`src/rtl/adcc_regs.svh`:
```
// register offsets, field positions, reset values and timing counts
// assumes: included by the control module, the assertions and the bench by bare name
`ifndef ADCC_REGS_SVH
`define ADCC_REGS_SVH

`define ADCC_OFS_RES_HIGH      8'h1e
`define ADCC_OFS_CTRL_PRIMARY  8'h1f
`define ADCC_OFS_RES_LOW       8'h9e
`define ADCC_OFS_CTRL_SECOND   8'h9f
`define ADCC_OFS_IRQ_STATUS    8'h0c
`define ADCC_OFS_IRQ_MASK      8'h8c

`define ADCC_P_CLKSEL_HI       7
`define ADCC_P_CLKSEL_LO       6
`define ADCC_P_CHAN_HI         5
`define ADCC_P_CHAN_LO         3
`define ADCC_P_GO              2
`define ADCC_P_POWER           0

`define ADCC_S_JUSTIFY         7
`define ADCC_S_CLKSEL_HIGH     6
`define ADCC_S_PORTCFG_HI      3
`define ADCC_S_PORTCFG_LO      0
`define ADCC_S_WRITE_MASK      8'hcf

`define ADCC_IRQ_DONE          0

`define ADCC_RESET_BYTE        8'h00

`define ADCC_CONV_PERIODS      12
`define ADCC_RC_DIV            64

`endif

```
`src/rtl/adcc_pkg.sv`:
```
// types shared by the converter control block
// assumes: adcc_regs.svh sits on the include path
package adcc_pkg;

    typedef struct packed {
        logic [7:0] addr;
        logic [7:0] wdata;
        logic       wr;
        logic       rd;
    } adcc_bus_req_t;

    typedef struct packed {
        logic [2:0] channel;
        logic       power;
        logic       sample;
        logic       use_rc;
        logic [7:0] analog_pins;
        logic       vref_hi_pin;
        logic       vref_lo_pin;
    } adcc_core_ctl_t;

    typedef enum logic [2:0] {
        ADCC_IDLE = 3'b001,
        ADCC_CONV = 3'b010,
        ADCC_DONE = 3'b100
    } adcc_state_t;

endpackage

```
`src/rtl/adcc_conversion_control.sv`:
```
// conversion control for a ten-bit successive-approximation converter
// assumes: the core returns one result bit per conversion period, msb
// first, on core_bit; core_bit comes from the analogue side (async)
// How it works
// - five inputs on the small package, eight on the larger ones
// - every completed conversion yields a ten-bit result
// - software picks each reference from supply rails or reference pins
// - conversions may run in sleep only on the internal rc clock
// - four registers: result high, result low, primary, secondary control
// - primary: clock select 7:6, channel 5:3, go 2, bit 1 unused, power 0
// - high select plus low bits pick osc divide or the internal rc clock
// - channel select code n routes analogue input n to the converter
// - writing go starts conversion; go reads 1 until hardware clears it; here a write of power 0 also clears it
// - power bit 1 powers the converter, 0 shuts it off
// - primary bit 1 is unimplemented and always reads zero
// - secondary control sets pins analogue or digital, up to two as references
// - on completion load result, clear go, set done flag
// - justify 1 right-aligns result, 0 left-aligns it
// - each conversion takes at least twelve conversion periods
//
// Design decision made here: strobed register access.
`timescale 1ns/1ps
`include "adcc_regs.svh"

module adcc_conversion_control
    import adcc_pkg::*;
#(
    parameter int NUM_CHANNELS = 8,   // 5 on the small package
    parameter int RESULT_BITS  = 10
) (
    input  wire logic                  ref_clk,  // 20 mhz system clock
    input  wire logic                  rst,      // async, active high
    input  wire adcc_pkg::adcc_bus_req_t bus_req, // register port request
    output logic [7:0]                 rd_data,  // read data, next cycle
    input  wire logic                  sleep,    // device is in sleep
    input  wire logic                  core_bit, // comparator decision
    output adcc_pkg::adcc_core_ctl_t   core_ctl, // controls to the core
    output logic                       irq       // level interrupt
);
    import adcc_pkg::*;

    localparam int DIVW = 7;

    // which analogue pins are inputs for a port configuration code
    function automatic logic [9:0] port_map(input logic [3:0] cfg);
        // bits 9:8 = high ref on pin, low ref on pin; 7:0 analogue pins
        unique case (cfg)
            4'h0: port_map = {2'b00, 8'hff};
            4'h1: port_map = {2'b10, 8'hf7};
            4'h2: port_map = {2'b00, 8'h1f};
            4'h3: port_map = {2'b10, 8'h17};
            4'h4: port_map = {2'b00, 8'h0b};
            4'h5: port_map = {2'b10, 8'h03};
            4'h6, 4'h7: port_map = {2'b00, 8'h00};
            4'h8: port_map = {2'b11, 8'hf3};
            4'h9: port_map = {2'b00, 8'h3f};
            4'ha: port_map = {2'b10, 8'h37};
            4'hb: port_map = {2'b11, 8'h33};
            4'hc: port_map = {2'b11, 8'h13};
            4'hd: port_map = {2'b11, 8'h03};
            4'he: port_map = {2'b00, 8'h01};
            4'hf: port_map = {2'b11, 8'h01};
        endcase
    endfunction

    // divide ratio for the conversion clock
    function automatic logic [DIVW-1:0] div_of(input logic [2:0] sel);
        unique case (sel)
            3'b000: div_of = 7'h02;
            3'b001: div_of = 7'h08;
            3'b010: div_of = 7'h20;
            3'b100: div_of = 7'h04;
            3'b101: div_of = 7'h10;
            3'b110: div_of = 7'h40;
            default: div_of = 7'(`ADCC_RC_DIV);
        endcase
    endfunction

    logic [7:0]             prim_ff, nxt_prim;
    logic [7:0]             sec_ff, nxt_sec;
    logic [RESULT_BITS-1:0] result_ff, nxt_result;
    logic [RESULT_BITS-1:0] shift_ff, nxt_shift;
    logic [0:0]             stat_ff, nxt_stat;
    logic [0:0]             mask_ff, nxt_mask;
    logic [7:0]             rd_ff, nxt_rd;
    logic [DIVW-1:0]        div_ff, nxt_div;
    logic [3:0]             per_ff, nxt_per;
    adcc_state_t            st_ff, nxt_st;
    logic                   bit_s1_ff, bit_s2_ff;

    logic [2:0]  clk_sel;
    logic        use_rc;
    logic        tick;
    logic        go_wr;
    logic        pwr_off_wr;
    logic        done_evt;
    logic [9:0]  pmap;
    logic [7:0]  res_hi, res_lo;

    assign clk_sel = {sec_ff[`ADCC_S_CLKSEL_HIGH],
                      prim_ff[`ADCC_P_CLKSEL_HI:`ADCC_P_CLKSEL_LO]};
    assign use_rc  = (clk_sel[1:0] == 2'b11);
    assign pmap    = port_map(sec_ff[`ADCC_S_PORTCFG_HI:`ADCC_S_PORTCFG_LO]);
    // go and power must both be set in the same write to start
    assign go_wr   = bus_req.wr
                   && bus_req.addr == `ADCC_OFS_CTRL_PRIMARY
                   && bus_req.wdata[`ADCC_P_GO]
                   && bus_req.wdata[`ADCC_P_POWER];
    // a power-off write stops the sequencer on the edge that clears go
    assign pwr_off_wr = bus_req.wr
                   && bus_req.addr == `ADCC_OFS_CTRL_PRIMARY
                   && !bus_req.wdata[`ADCC_P_POWER];
    assign tick    = (div_ff == div_of(clk_sel) - 7'h01);

    // justified views of the result pair
    always_comb begin
        if (sec_ff[`ADCC_S_JUSTIFY]) begin
            res_hi = {6'h00, result_ff[9:8]};
            res_lo = result_ff[7:0];
        end else begin
            res_hi = result_ff[9:2];
            res_lo = {result_ff[1:0], 6'h00};
        end
    end

    // sequencer: one conversion period per result bit plus two
    always_comb begin
        nxt_st     = st_ff;
        nxt_div    = tick ? 7'h00 : div_ff + 7'h01;
        nxt_per    = per_ff;
        nxt_shift  = shift_ff;
        nxt_result = result_ff;
        done_evt   = 1'b0;
        unique case (st_ff)
            ADCC_IDLE: begin
                nxt_div = 7'h00;
                nxt_per = 4'h0;
                // sleep halts the oscillator divide, only rc keeps going
                if (go_wr && prim_ff[`ADCC_P_POWER]
                    && !(sleep && !use_rc)) begin
                    nxt_st = ADCC_CONV;
                end
            end
            ADCC_CONV: begin
                if (!prim_ff[`ADCC_P_POWER] || pwr_off_wr) begin
                    nxt_st = ADCC_IDLE;
                end else if (tick && !(sleep && !use_rc)) begin
                    nxt_per = per_ff + 4'h1;
                    if (per_ff >= 4'h1 && per_ff <= 4'(RESULT_BITS)) begin
                        nxt_shift = {shift_ff[RESULT_BITS-2:0], bit_s2_ff};
                    end
                    if (per_ff == 4'(`ADCC_CONV_PERIODS - 1)) begin
                        nxt_st = ADCC_DONE;
                    end
                end
            end
            ADCC_DONE: begin
                nxt_result = shift_ff;
                done_evt   = 1'b1;
                nxt_st     = ADCC_IDLE;
            end
            default: nxt_st = ADCC_IDLE;
        endcase
    end

    // register writes and status
    always_comb begin
        nxt_prim = prim_ff;
        nxt_sec  = sec_ff;
        nxt_mask = mask_ff;
        nxt_stat = stat_ff;
        if (bus_req.wr) begin
            unique case (bus_req.addr)
                `ADCC_OFS_CTRL_PRIMARY: begin
                    nxt_prim = bus_req.wdata & 8'hfd;
                    // go only sets while powered; software clears it only by writing power 0
                    nxt_prim[`ADCC_P_GO] = (bus_req.wdata[`ADCC_P_GO]
                        && bus_req.wdata[`ADCC_P_POWER]
                        && prim_ff[`ADCC_P_POWER]
                        && !(sleep && !use_rc))
                        || prim_ff[`ADCC_P_GO];
                end
                `ADCC_OFS_CTRL_SECOND:
                    nxt_sec = bus_req.wdata & `ADCC_S_WRITE_MASK;
                `ADCC_OFS_IRQ_STATUS:
                    nxt_stat = stat_ff & ~bus_req.wdata[0:0];
                `ADCC_OFS_IRQ_MASK:
                    nxt_mask = bus_req.wdata[0:0];
                default: ;
            endcase
        end
        if (st_ff != ADCC_IDLE && nxt_st == ADCC_IDLE) begin
            nxt_prim[`ADCC_P_GO] = 1'b0;
        end
        if (!nxt_prim[`ADCC_P_POWER]) begin
            nxt_prim[`ADCC_P_GO] = 1'b0;
        end
        // hardware set wins over a software clear in the same cycle
        if (done_evt) begin
            nxt_stat[`ADCC_IRQ_DONE] = 1'b1;
        end
    end

    // read mux, data stands the cycle after the strobe
    always_comb begin
        nxt_rd = 8'h00;
        if (bus_req.rd) begin
            unique case (bus_req.addr)
                `ADCC_OFS_CTRL_PRIMARY: nxt_rd = prim_ff;
                `ADCC_OFS_CTRL_SECOND:  nxt_rd = sec_ff;
                `ADCC_OFS_RES_HIGH:     nxt_rd = res_hi;
                `ADCC_OFS_RES_LOW:      nxt_rd = res_lo;
                `ADCC_OFS_IRQ_STATUS:   nxt_rd = {7'h00, stat_ff};
                `ADCC_OFS_IRQ_MASK:     nxt_rd = {7'h00, mask_ff};
                default:                nxt_rd = 8'h00;
            endcase
        end
    end

    always_ff @(posedge ref_clk or posedge rst) begin
        if (rst) begin
            prim_ff   <= `ADCC_RESET_BYTE;
            sec_ff    <= `ADCC_RESET_BYTE;
            result_ff <= '0;
            shift_ff  <= '0;
            stat_ff   <= 1'b0;
            mask_ff   <= 1'b0;
            rd_ff     <= 8'h00;
            div_ff    <= 7'h00;
            per_ff    <= 4'h0;
            st_ff     <= ADCC_IDLE;
            bit_s1_ff <= 1'b0;
            bit_s2_ff <= 1'b0;
        end else begin
            prim_ff   <= nxt_prim;
            sec_ff    <= nxt_sec;
            result_ff <= nxt_result;
            shift_ff  <= nxt_shift;
            stat_ff   <= nxt_stat;
            mask_ff   <= nxt_mask;
            rd_ff     <= nxt_rd;
            div_ff    <= nxt_div;
            per_ff    <= nxt_per;
            st_ff     <= nxt_st;
            bit_s1_ff <= core_bit;
            bit_s2_ff <= bit_s1_ff;
        end
    end

    assign rd_data = rd_ff;
    assign irq     = |(stat_ff & mask_ff);

    // channels beyond the package's count fold to channel 0
    always_comb begin
        core_ctl.channel = (int'(prim_ff[`ADCC_P_CHAN_HI:`ADCC_P_CHAN_LO])
                            < NUM_CHANNELS)
                         ? prim_ff[`ADCC_P_CHAN_HI:`ADCC_P_CHAN_LO]
                         : 3'b000;
        core_ctl.power       = prim_ff[`ADCC_P_POWER];
        // stays high until the result lands, in step with go
        core_ctl.sample      = (st_ff != ADCC_IDLE);
        core_ctl.use_rc      = use_rc;
        core_ctl.analog_pins = pmap[7:0];
        core_ctl.vref_hi_pin = pmap[9];
        core_ctl.vref_lo_pin = pmap[8];
    end

endmodule

```
`config.mk`:
```
export PLATFORM = sky130hd
export DESIGN_NAME = adcc_conversion_control
export DESIGN_NICKNAME = d
export VERILOG_FILES = /design/src/rtl/adcc_pkg.sv /design/src/rtl/adcc_conversion_control.sv
export VERILOG_INCLUDE_DIRS = /design/src /design/src/rtl
export SDC_FILE = /design/constraint.sdc
export NUM_CORES = 1
export LEC_CHECK = 0
export BUFFER_PORTS_ARGS = -buffer_cell sky130_fd_sc_hd__buf_2
export CAP_MARGIN = 20
export CORE_ASPECT_RATIO = 1.25
export CORE_UTILIZATION = 50
export CTS_CLUSTER_DIAMETER = 60
export DETAILED_ROUTE_END_ITERATION = 16
export PLACE_DENSITY_LB_ADDON = 0.2
export SLEW_MARGIN = 5
export SYNTH_ARGS = -nofsm -noshare
export SYNTH_HDL_FRONTEND = slang
export SYNTH_SLANG_ARGS = --single-unit
```
`constraint.sdc`:
```
create_clock -name ref_clk -period 8.02 [get_ports ref_clk]
set_input_delay 1.604 -clock ref_clk [delete_from_list [all_inputs] [get_ports ref_clk]]
set_output_delay 1.604 -clock ref_clk [all_outputs]
set_load 0.03 [all_outputs]
```
==> impl_results.md, run 1 <==
- GRT overflow: 0
- Post-route setup TNS: 0 ps
- Sw Share: 27.29%
- Hold Path Class: flop to flop
- Routability cong.: 0.7690
- Routed Antenna Nets: 0
- Post-DP HPWL: 4.449 mm
- Final number of hold-violating endpoints: 0
- IO Pins: 47
- CTS sink cnt: 59
- Relative slew margins: 36.54%
- Rows: 31
- Max Slew Vio Count: 0
- Die height: 90.63 um
- Max-Cap Viols: 0
- Nets: 362
- LEAKAGE: 1.731 nW
- Drt drc: 0
- Vias: 2289
- Most frequent cells in the layout: 58 x dfrtp_1, 46 x buf_2, 25 x nor2_1
- Die width: 72.90 um
- Initial antenna violation count: 0
- Ant diodes: 0
- Syn_nets: 320
- Port bufs: 46
- Post-synth EDFFs: 0
- Fillers: 515
- Post-CTS setup buffers: 0
- # setup viols final: 0
- Post_cts resized: 0
- Number of global-route vias before repair: 2187
- Final period util: 46.42%
- CTS Root Buffer Type: clkbuf_8
- Power density over the cells: 173.7 mW/mm2
- Most Crowded Layer GR: met2
- Switching power: 0.0001700 W
- GRT Total Usage: 21.02%
- Met2 Use GR: 31.15%
- Critical-path top delay cell: nor3b_1
- Reg2Reg Setup Slack: 4360 ps
- Global routing usage on met3: 3.125%
- Post-synth ARST share: 100.0%
- Layout area overhead: 14.14%
- Max Fclk: 0.2686 GHz
- Combinational power share: 9.8%
- Clk buf depth: 2
- # H-tree levels: 3
- Starting density of the core: 52.94%
- Drt wl/cell: 15.14 um
- # hold bufs at CTS: 0
- CTS tree: done
- Synthesized instance count: 288
- Status: finished, final reports clean
- Layout cells sized above 1: 31.64%
- Crit path time final: 3723 ps
- Top_reg_cell synth: dfrtp_1
- Post-Route WL: 6.312 mm
- CTS clk-pin slew, worst paths: 70 ps
- Drt initial violations: 92
- Delay-heaviest family, CP: simple AND/OR/NAND/NOR gates
- Core box area: 0.005934 mm2
- Pre-Repair DR Iteration Count: 4
- Die area: 0.006607 mm2
- Internal cell power: 0.0004529 W
- Post-Syn Area: 0.003142 mm2
- Vias per inst: 5.489
- Max incr delay on CP: 770 ps
- First-pass GRT wire length: 10.59 mm
- Reg power frac: 49.5%
- Crit-path cells: nor3b_1, inv_1, buf_2
- Seq/Total Area, Yosys: 47.03%
- Worst setup SP type: flop
- M1 GR Usage: 29.27%
- RSZ-0062 raised after global routing: false
- Worst Max-Slew Pin Slew: 949.9 ps
- Util after Layout: 60.43%
- Worst path arrival time: 2120 ps
- Worst skew pair latency: 340 ps
- Ys Warns: 0
- Flops & latches, synth: 59
- Clock power frac: 40.6%
- Mean Syn Cell Area: 10.91 um2
- Critical path endpoint category: output port
- Clock Skew: 6.991 ps
- Worst Path Max Fanout: 8
- Critical Path RT: 6420 ps
- Leading cell type in the layout, fill and taps excluded: dfrtp_1
- Peak supply drop: 0.1182 mV
- Largest net degree at the start of global routing: 60
- WP buf/inv: 2
- CP Class: flop to output port
- CTS Buf Count: 9
- Cell variety after synth: 53
power groups by stage:
stage                     registers [W]   logic, W  clock network (W)
final                          0.000309  0.0000614           0.000253
after global routing           0.000309  0.0000681           0.000272
after CTS                      0.000308  0.0000619           0.000258
after detailed placement       0.000314  0.0000617                  0
after global placement         0.000314  0.0000607                  0
after floorplan                0.000310  0.0000492                  0
worst paths after layout:
check	from	end	cells after the start
min reg2reg	bit_s1_ff$_DFF_PP0_	bit_s2_ff$_DFF_PP0_	0
min in group asynchronous	rst	bit_s1_ff$_DFF_PP0_	3
max in group asynchronous	rst	result_ff[7]$_DFFE_PP0P_	3
max	st_ff[0]$_DFF_PP1_	core_ctl[11]	3
max reg2reg	prim_ff[7]$_DFFE_PP0P_	shift_ff[3]$_DFFE_PP0P_	7
min	bit_s1_ff$_DFF_PP0_	bit_s2_ff$_DFF_PP0_	0
sequential cells by signal (all words and copies together), names as in the netlist:
name and flops:
st_ff 3, stat_ff 1, div_ff 7, result_ff 10, bit_s1_ff 1, rd_data 8, bit_s2_ff 1, per_ff 4
prim_ff 7, sec_ff 6, shift_ff 10, mask_ff 1
logic make-up (layout without fill, tap and decap cells):
kind of cell               after synthesis  after routing  share of synthesized area [%]
buffers and inverters                   28             75                          4.540
xor gates and xnor gates                 9              9                          2.509
AOI/OAI and AO/OA                       50             50                          11.67
adders and majority gates               10             10                          3.982
DFF                                     59             59                          47.03
muxes                                   37             37                          14.26
and+or+nand+nor                         95             95                          16.01
per-stage QoR:
step / worst slack, ps / hold slack (ps) / instances / cell area [um2] / power, W
floorplan: 4624 / 331.2 / 288 / 3142 / 0.0003588
global placement: 4183 / 348.4 / 401 / 3398 / 0.0003746
detailed placement: 4056 / 364.9 / 401 / 3398 / 0.0003758
CTS: 4283 / 381.9 / 417 / 3586 / 0.0006283
global route: 4111 / 377.4 / 417 / 3586 / 0.0006493
finish: 4297 / 376.6 / 417 / 3586 / 0.0006229
per-layer routing:
| metal | vias up | wire [um] |
|---|---|---|
| met5 | - | 0 |
| met1 | 1112 | 3065 |
| li1 | 1105 | - |
| met3 | 14 | 185 |
| met4 | 0 | 183 |
| met2 | 58 | 2877 |
cell type report:
cell class	instances	area (um2)	share of cell area, %
Clock inverter	5	36.28	1.012
Tap cell	82	102.6	2.861
Multi-Input combinational cell	201	1528	42.60
Sequential cell	59	1478	41.21
Clock buffer	11	151.4	4.222
Timing Repair Buffer	49	252.7	7.048
Inverter	10	37.54	1.047
Yosys cell counts, types with 3 or more instances:
master	instances	area, um2
dfrtp_1	58	1451
nor2_1	25	93.84
mux2_2	22	247.7
nand2_1	22	82.58
a21oi_1	12	60.06
o21ai_0	12	60.06
ha_1	10	125.1
inv_1	10	37.54
mux2_4	10	150.1
clkbuf_1	9	33.78
nand3_1	9	45.04
buf_4	6	45.04
mux2i_1	5	50.05
nor3b_1	5	37.54
xnor2_1	5	43.79
a22oi_1	4	30.03
and2_1	4	25.02
nor3_1	4	20.02
o31ai_1	4	30.03
xor2_1	4	35.03
and3_1	3	18.77
nand2b_1	3	18.77
nor4bb_1	3	30.03
(Power assumes the default switching activity.)
==> run 2: changes to the inputs <==
ABC_AREA = 1   (was not set)
clock period = 3.6 ns   (was 8.02 ns; I/O delays follow)
==> run 2 against run 1 <==
  * Setup slack worse by 3100 ps
  * Global-route usage up 0.98 points
  * Clock power up 98%
  * Sequential share of layout area down 1.2 points
  * First-iteration DRC count up 75%
  * Die area up 4.6%
  * Worst hold slack worse by 27 ps
  * Non-clock buffer count down 2
  * Flip-flop and latch count unchanged
  * Largest cell class is now registers
  * Sequential power up 120%
==> impl_results.md, run 2 <==
- Status: finished, final reports clean
- Power density over the cells: 358.9 mW/mm2
- Leading cell type in the layout, fill and taps excluded: nand2_1
- Die height: 92.70 um
- Critical path endpoint category: output port
- Top cells by area, synth: dfrtp_1 44%, nand2_1 11%, inv_1 6.8%, o21ai_0 4.6%, nand3_1 4.3%
- Seq/Total Area, Yosys: 44.90%
- Pwr Total: 0.001326 W
- Post-route setup TNS: 0 ps
- Vias per inst: 5.082
- Post-synth top area share: 44.11%
- Number of global-route vias before repair: 2556
- Post-CTS setup buffers: 0
- Rows: 32
- Post-Syn Area: 0.003291 mm2
- Post-synth top cells: 99 x nand2_1, 60 x inv_1, 58 x dfrtp_1
- Cell variety after synth: 35
- RSZ-0062 raised after global routing: false
- Max Fclk: 0.4174 GHz
- Most frequent cells in the layout: 99 x nand2_1, 59 x inv_1, 58 x dfrtp_1
- Count leader, synth: nand2_1
- Ant diodes: 0
- Synthesized instance count: 412
- CTS tree: done
- Register area: 0.001478 mm2
- Max Slew Vio Count: 0
- Worst path arrival time: 1680 ps
- Worst Path Max Fanout: 6
- Post_cts resized: 0
- # setup viols final: 0
- First-pass GRT wire length: 11.39 mm
- Cell taking the most area after synthesis: dfrtp_1
- M1 GR Usage: 27.26%
- Critical Path RT: 2880 ps
- LEAKAGE: 1.895 nW
- Fillers: 596
- GRT Total Usage: 22.00%
- Post-Route WL: 6.863 mm
- Final period util: 66.55%
- Port bufs: 46
- WHS Path Cells: 0
- Pre-Repair DR Iteration Count: 6
- FF-to-FF path depth: 11
- Hold Path Class: flop to flop
- GRT overflow: 0
- # H-tree levels: 3
- Post-DP HPWL: 4.958 mm
- Crit path time final: 2396 ps
- Most Crowded Layer GR: met2
- Relative slew margins: 53.33%
- Die area: 0.006912 mm2
- Vias: 2775
- Clock Skew: 6.903 ps
- Util after Layout: 59.17%
- Max-Cap Viols: 0
- # hold bufs at CTS: 0
- Starting density of the core: 52.68%
- Drt drc: 0
- Layout area overhead: 12.32%
- Multi-input gate area: 0.001463 mm2
- Mean Syn Cell Area: 7.987 um2
- Largest net degree at the start of global routing: 40
- Peak supply drop: 0.1837 mV
- Final number of hold-violating endpoints: 0
- Initial antenna violation count: 0
- Ys Warns: 0
- Core box area: 0.006246 mm2
- CTS clk-pin slew, worst paths: 70 ps
- Worst skew pair latency: 340 ps
- Drt wl/cell: 12.57 um
- Layout cells sized above 1: 19.52%
- Top_reg_cell synth: dfrtp_1
- Met2 Use GR: 35.96%
- Routability cong.: 0.8473
- Drt initial violations: 161
- Post-synth ARST share: 100.0%
- Die width: 74.56 um
- Nets: 488
- CP Class: flop to output port
- Syn_nets: 444
- CTS sink cnt: 59
- CTS Buf Count: 9
- Flops & latches, synth: 59
- Global routing usage on met3: 5.114%
- Worst Max-Slew Pin Slew: 697.5 ps
- Routed Antenna Nets: 0
- Worst setup SP type: flop
- CTS Root Buffer Type: clkbuf_8
- Clk buf depth: 2
- IO Pins: 47
- Post-synth EDFFs: 0
-- run 2: cell count changes in the layout (fill, tap and decap cells not counted), moves of 6 or more --
| cell | change |
|---|---|
| nand3_1 | +19 |
| o21ai_0 | +18 |
| nand4_1 | +18 |
| inv_2 | +6 |
| mux2_2 | -22 |
| mux2_4 | -10 |
| inv_1 | +50 |
| o21ai_1 | +6 |
| nand2_1 | +77 |
-- run 2: power breakdown --
part | switching (W) | leakage, nW | internal (W)
registers | 0.0000153 | 0.717 | 0.000675
logic | 0.0000991 | 1.09 | 0.0000368
clock network | 0.000257 | 0.0856 | 0.000243
-- run 2: final timing paths --
kind | from | to | slack, ps
max | sec_ff[1]$_DFFE_PP0P_ | core_ctl[9] | 1200
max in group asynchronous | rst | st_ff[0]$_DFF_PP1_ | 2370
min reg2reg | bit_s1_ff$_DFF_PP0_ | bit_s2_ff$_DFF_PP0_ | 350
min in group asynchronous | rst | shift_ff[4]$_DFFE_PP0P_ | 370
max reg2reg | prim_ff[6]$_DFFE_PP0P_ | shift_ff[7]$_DFFE_PP0P_ | 1450
min | bit_s1_ff$_DFF_PP0_ | bit_s2_ff$_DFF_PP0_ | 350
-- run 2: cell type report --
class,instances,area share [%]
sequential,59,39.98
clock inverter,6,0.8802
clock buffer,10,3.453
multi-input combinational,272,39.57
timing repair buffer,47,6.432
tap,85,2.877
inverter,67,6.804
-- run 2: layer usage --
layer,vias up,routed length (um)
met5,-,0
met4,0,196
met3,15,319
met2,80,3266
met1,1271,3080
li1,1409,-
-- run 2: logic make-up (layout without fill, tap and decap cells) --
logic type,count (synthesis),in the layout,share of synthesized area [%]
AO/OA/AOI/OAI,59,59,9.544
XOR/XNOR,7,7,1.863
adder cells (fa/ha/maj),10,10,3.802
buffers and inverters,81,130,10.65
flip-flops,59,59,44.91
multiplexers,1,1,0.3042
AND/OR/NAND/NOR,195,195,28.93
-- run 2: worst max-delay path, cell delays in order, from the launching register on --
cell and delay (ps):
dfrtp_1 400, inv_1 200, ha_1 230, inv_1 60, o21ai_0 210, buf_2 240
-- run 2: through the flow --
stage	area (um2)	worst slack [ps]	hold slack, ps	instances
2_1_floorplan	3291	1113	331.2	412
3_3_place_gp	3536	1318	334.8	530
3_5_place_dp	3536	1332	338.1	530
4_1_cts	3696	1180	353.1	546
5_1_grt	3696	1091	357.6	546
6_report	3696	1204	349.4	546
==> run 3: changes to the inputs <==
clock period = 2.4 ns   (was 3.6 ns; I/O delays follow)
==> run 3 against run 2 <==
  * Sequential share of layout area shrank 1.1 points
  * Routed wire length grew 3.2%
  * Worst hold slack lost 150 ps
  * Clock skew grew 1.0 ps
  * Combinational power grew 54%
  * Clock-buffer cell count grew 2
  * Non-clock buffer count grew 1
==> impl_results.md, run 3 (same netlist as run 2, synthesis figures left out) <==
- Cell Count Post-Placement: 531
- Worst Max-Slew Pin Slew: 566.9 ps
- Relative slew margins: 62.15%
- CTS Root Buffer Type: clkbuf_8
- Drt wl/cell: 12.95 um
- Post-route setup TNS: 0 ps
- Fin Hold WS: 197.6 ps
- Final number of hold-violating endpoints: 0
- # setup viols final: 0
- CP Launch Point: sec_ff[1]$_DFFE_PP0P_
- Reg2Reg Launch Point: prim_ff[6]$_DFFE_PP0P_
- Hold Path Class: input pin to asynchronous set/reset pin
- # H-tree levels: 3
- Max-Cap Viols: 0
- Worst path arrival time: 1660 ps
- LEAKAGE: 1.937 nW
- Final period util: 89.28%
- Leading cell type in the layout, fill and taps excluded: nand2_1
- Drt drc: 0
- Power density over the cells: 619.5 mW/mm2
- Max Slew Vio Count: 0
- Final WS setup: 257.3 ps
- M1 GR Usage: 27.91%
- Critical path's most frequent cell: inv_1
- Die height: 92.70 um
- CTS Buf Count: 9
- Worst setup path end: core_ctl[9]
- Max Fclk: 0.4667 GHz
- Global routing usage on met3: 5.658%
- Critical path endpoint category: output port
- Worst skew pair latency: 330 ps
- CTS sink cnt: 59
- Critical Path RT: 1920 ps
- Reg2Reg Setup Slack: 260 ps
- Nets: 489
- Vias per inst: 5.165
- Final non-filler cell total: 547
- Status: finished, final reports clean
- Starting density of the core: 52.68%
- Ant diodes: 0
- CP Class: flop to output port
- Worst Path Max Fanout: 6
- First-pass GRT wire length: 11.79 mm
- Rows: 32
- Core box area: 0.006246 mm2
- Layout area overhead: 15.44%
- Most Crowded Layer GR: met2
- Crit-path cells: inv_1, ha_1, inv_1, o21ai_0, buf_2
- FF-to-FF End: shift_ff[9]$_DFFE_PP0P_
- Routed Antenna Nets: 0
- Layout cells sized above 1: 19.48%
- GRT Total Usage: 22.91%
- Max incr delay on CP: 410 ps
- Die area: 0.006912 mm2
- Pre-Repair DR Iteration Count: 5
- Peak supply drop: 0.2927 mV
- Clock Skew: 7.899 ps
- RSZ-0062 raised after global routing: false
- Met2 Use GR: 36.41%
- CTS clk-pin slew, worst paths: 70 ps
- Port bufs: 46
- Most frequent cells in the layout: 99 x nand2_1, 59 x inv_1, 58 x dfrtp_1
- Die width: 74.56 um
- Routability cong.: 0.8988
- Post-Route WL: 7.082 mm
- GRT overflow: 0
- Worst setup SP type: flop
- Worst slack at placement: 290.2 ps
- Initial antenna violation count: 0
- Post-CTS setup buffers: 0
- Drt initial violations: 176
- Post_cts resized: 0
- FF-to-FF path depth: 11
- Util after Layout: 60.82%
- Crit path time final: 2143 ps
- Vias: 2825
- # hold bufs at CTS: 0
- Critical-path top delay cell: dfrtp_1
- Largest net degree at the start of global routing: 38
- Post-DP HPWL: 5.177 mm
- Number of global-route vias before repair: 2619
- IO Pins: 47
- Clk buf depth: 2
- CTS tree: done
-- run 3: cell count changes in the layout (fill, tap and decap cells not counted) --
cell	change
clkinv_2	-5
bufinv_16	+3
buf_12	+1
clkbuf_1	+1
clkbuf_8	+1
-- run 3: power by group --
group / total [W] / switching [W] / internal (W)
registers: 0.00103 / 0.0000221 / 0.00101
clock network: 0.00111 / 0.000390 / 0.000719
logic: 0.000209 / 0.000152 / 0.0000576
total: 0.00235 / 0.000564 / 0.00179
-- run 3: critical path, delay by kind of cell, from the launching register on --
kind                     cells  cell delay (ps)
AO/OA/AOI/OAI                1              190
flip-flops                   1              410
adder cells (fa/ha/maj)      1              220
buffers and inverters        3              510
-- run 3: layout make-up --
type	instances	area, um2
clock buffers	12	145.1
clock inverters	4	97.59
fillers	580	2447
inverters	67	251.5
multi-input cells	272	1463
flip-flops and latches	59	1478
well taps	85	106.4
repair buffers	48	257.7
-- run 3: how the worst min path moves through the flow --
| stage | startpoint | to | slack (ps) | cells after the start |
|---|---|---|---|---|
| after global routing | rst | shift_ff[6]$_DFFE_PP0P_ | 210 | 2 |
| after CTS | rst | shift_ff[6]$_DFFE_PP0P_ | 200 | 2 |
| after floorplan | bit_s1_ff$_DFF_PP0_ | bit_s2_ff$_DFF_PP0_ | 330 | 0 |
| after detailed placement | bit_s1_ff$_DFF_PP0_ | bit_s2_ff$_DFF_PP0_ | 350 | 0 |
| final | rst | shift_ff[3]$_DFFE_PP0P_ | 200 | 2 |
| after global placement | bit_s1_ff$_DFF_PP0_ | bit_s2_ff$_DFF_PP0_ | 330 | 0 |
-- run 3: metrics by stage --
step	total power (W)	instance area, um2
6_report	0.002353	3799
5_1_grt	0.002466	3799
4_1_cts	0.002376	3799
3_5_place_dp	0.001264	3556
3_3_place_gp	0.001259	3556
2_1_floorplan	0.001198	3291
-- run 3: metal layers --
| metal | part of all wire (%) | vias up |
|---|---|---|
| li1 | - | 1413 |
| met1 | 44 | 1313 |
| met3 | 4.2 | 20 |
| met4 | 4.0 | 0 |
| met2 | 47 | 79 |
| met5 | 0 | - |
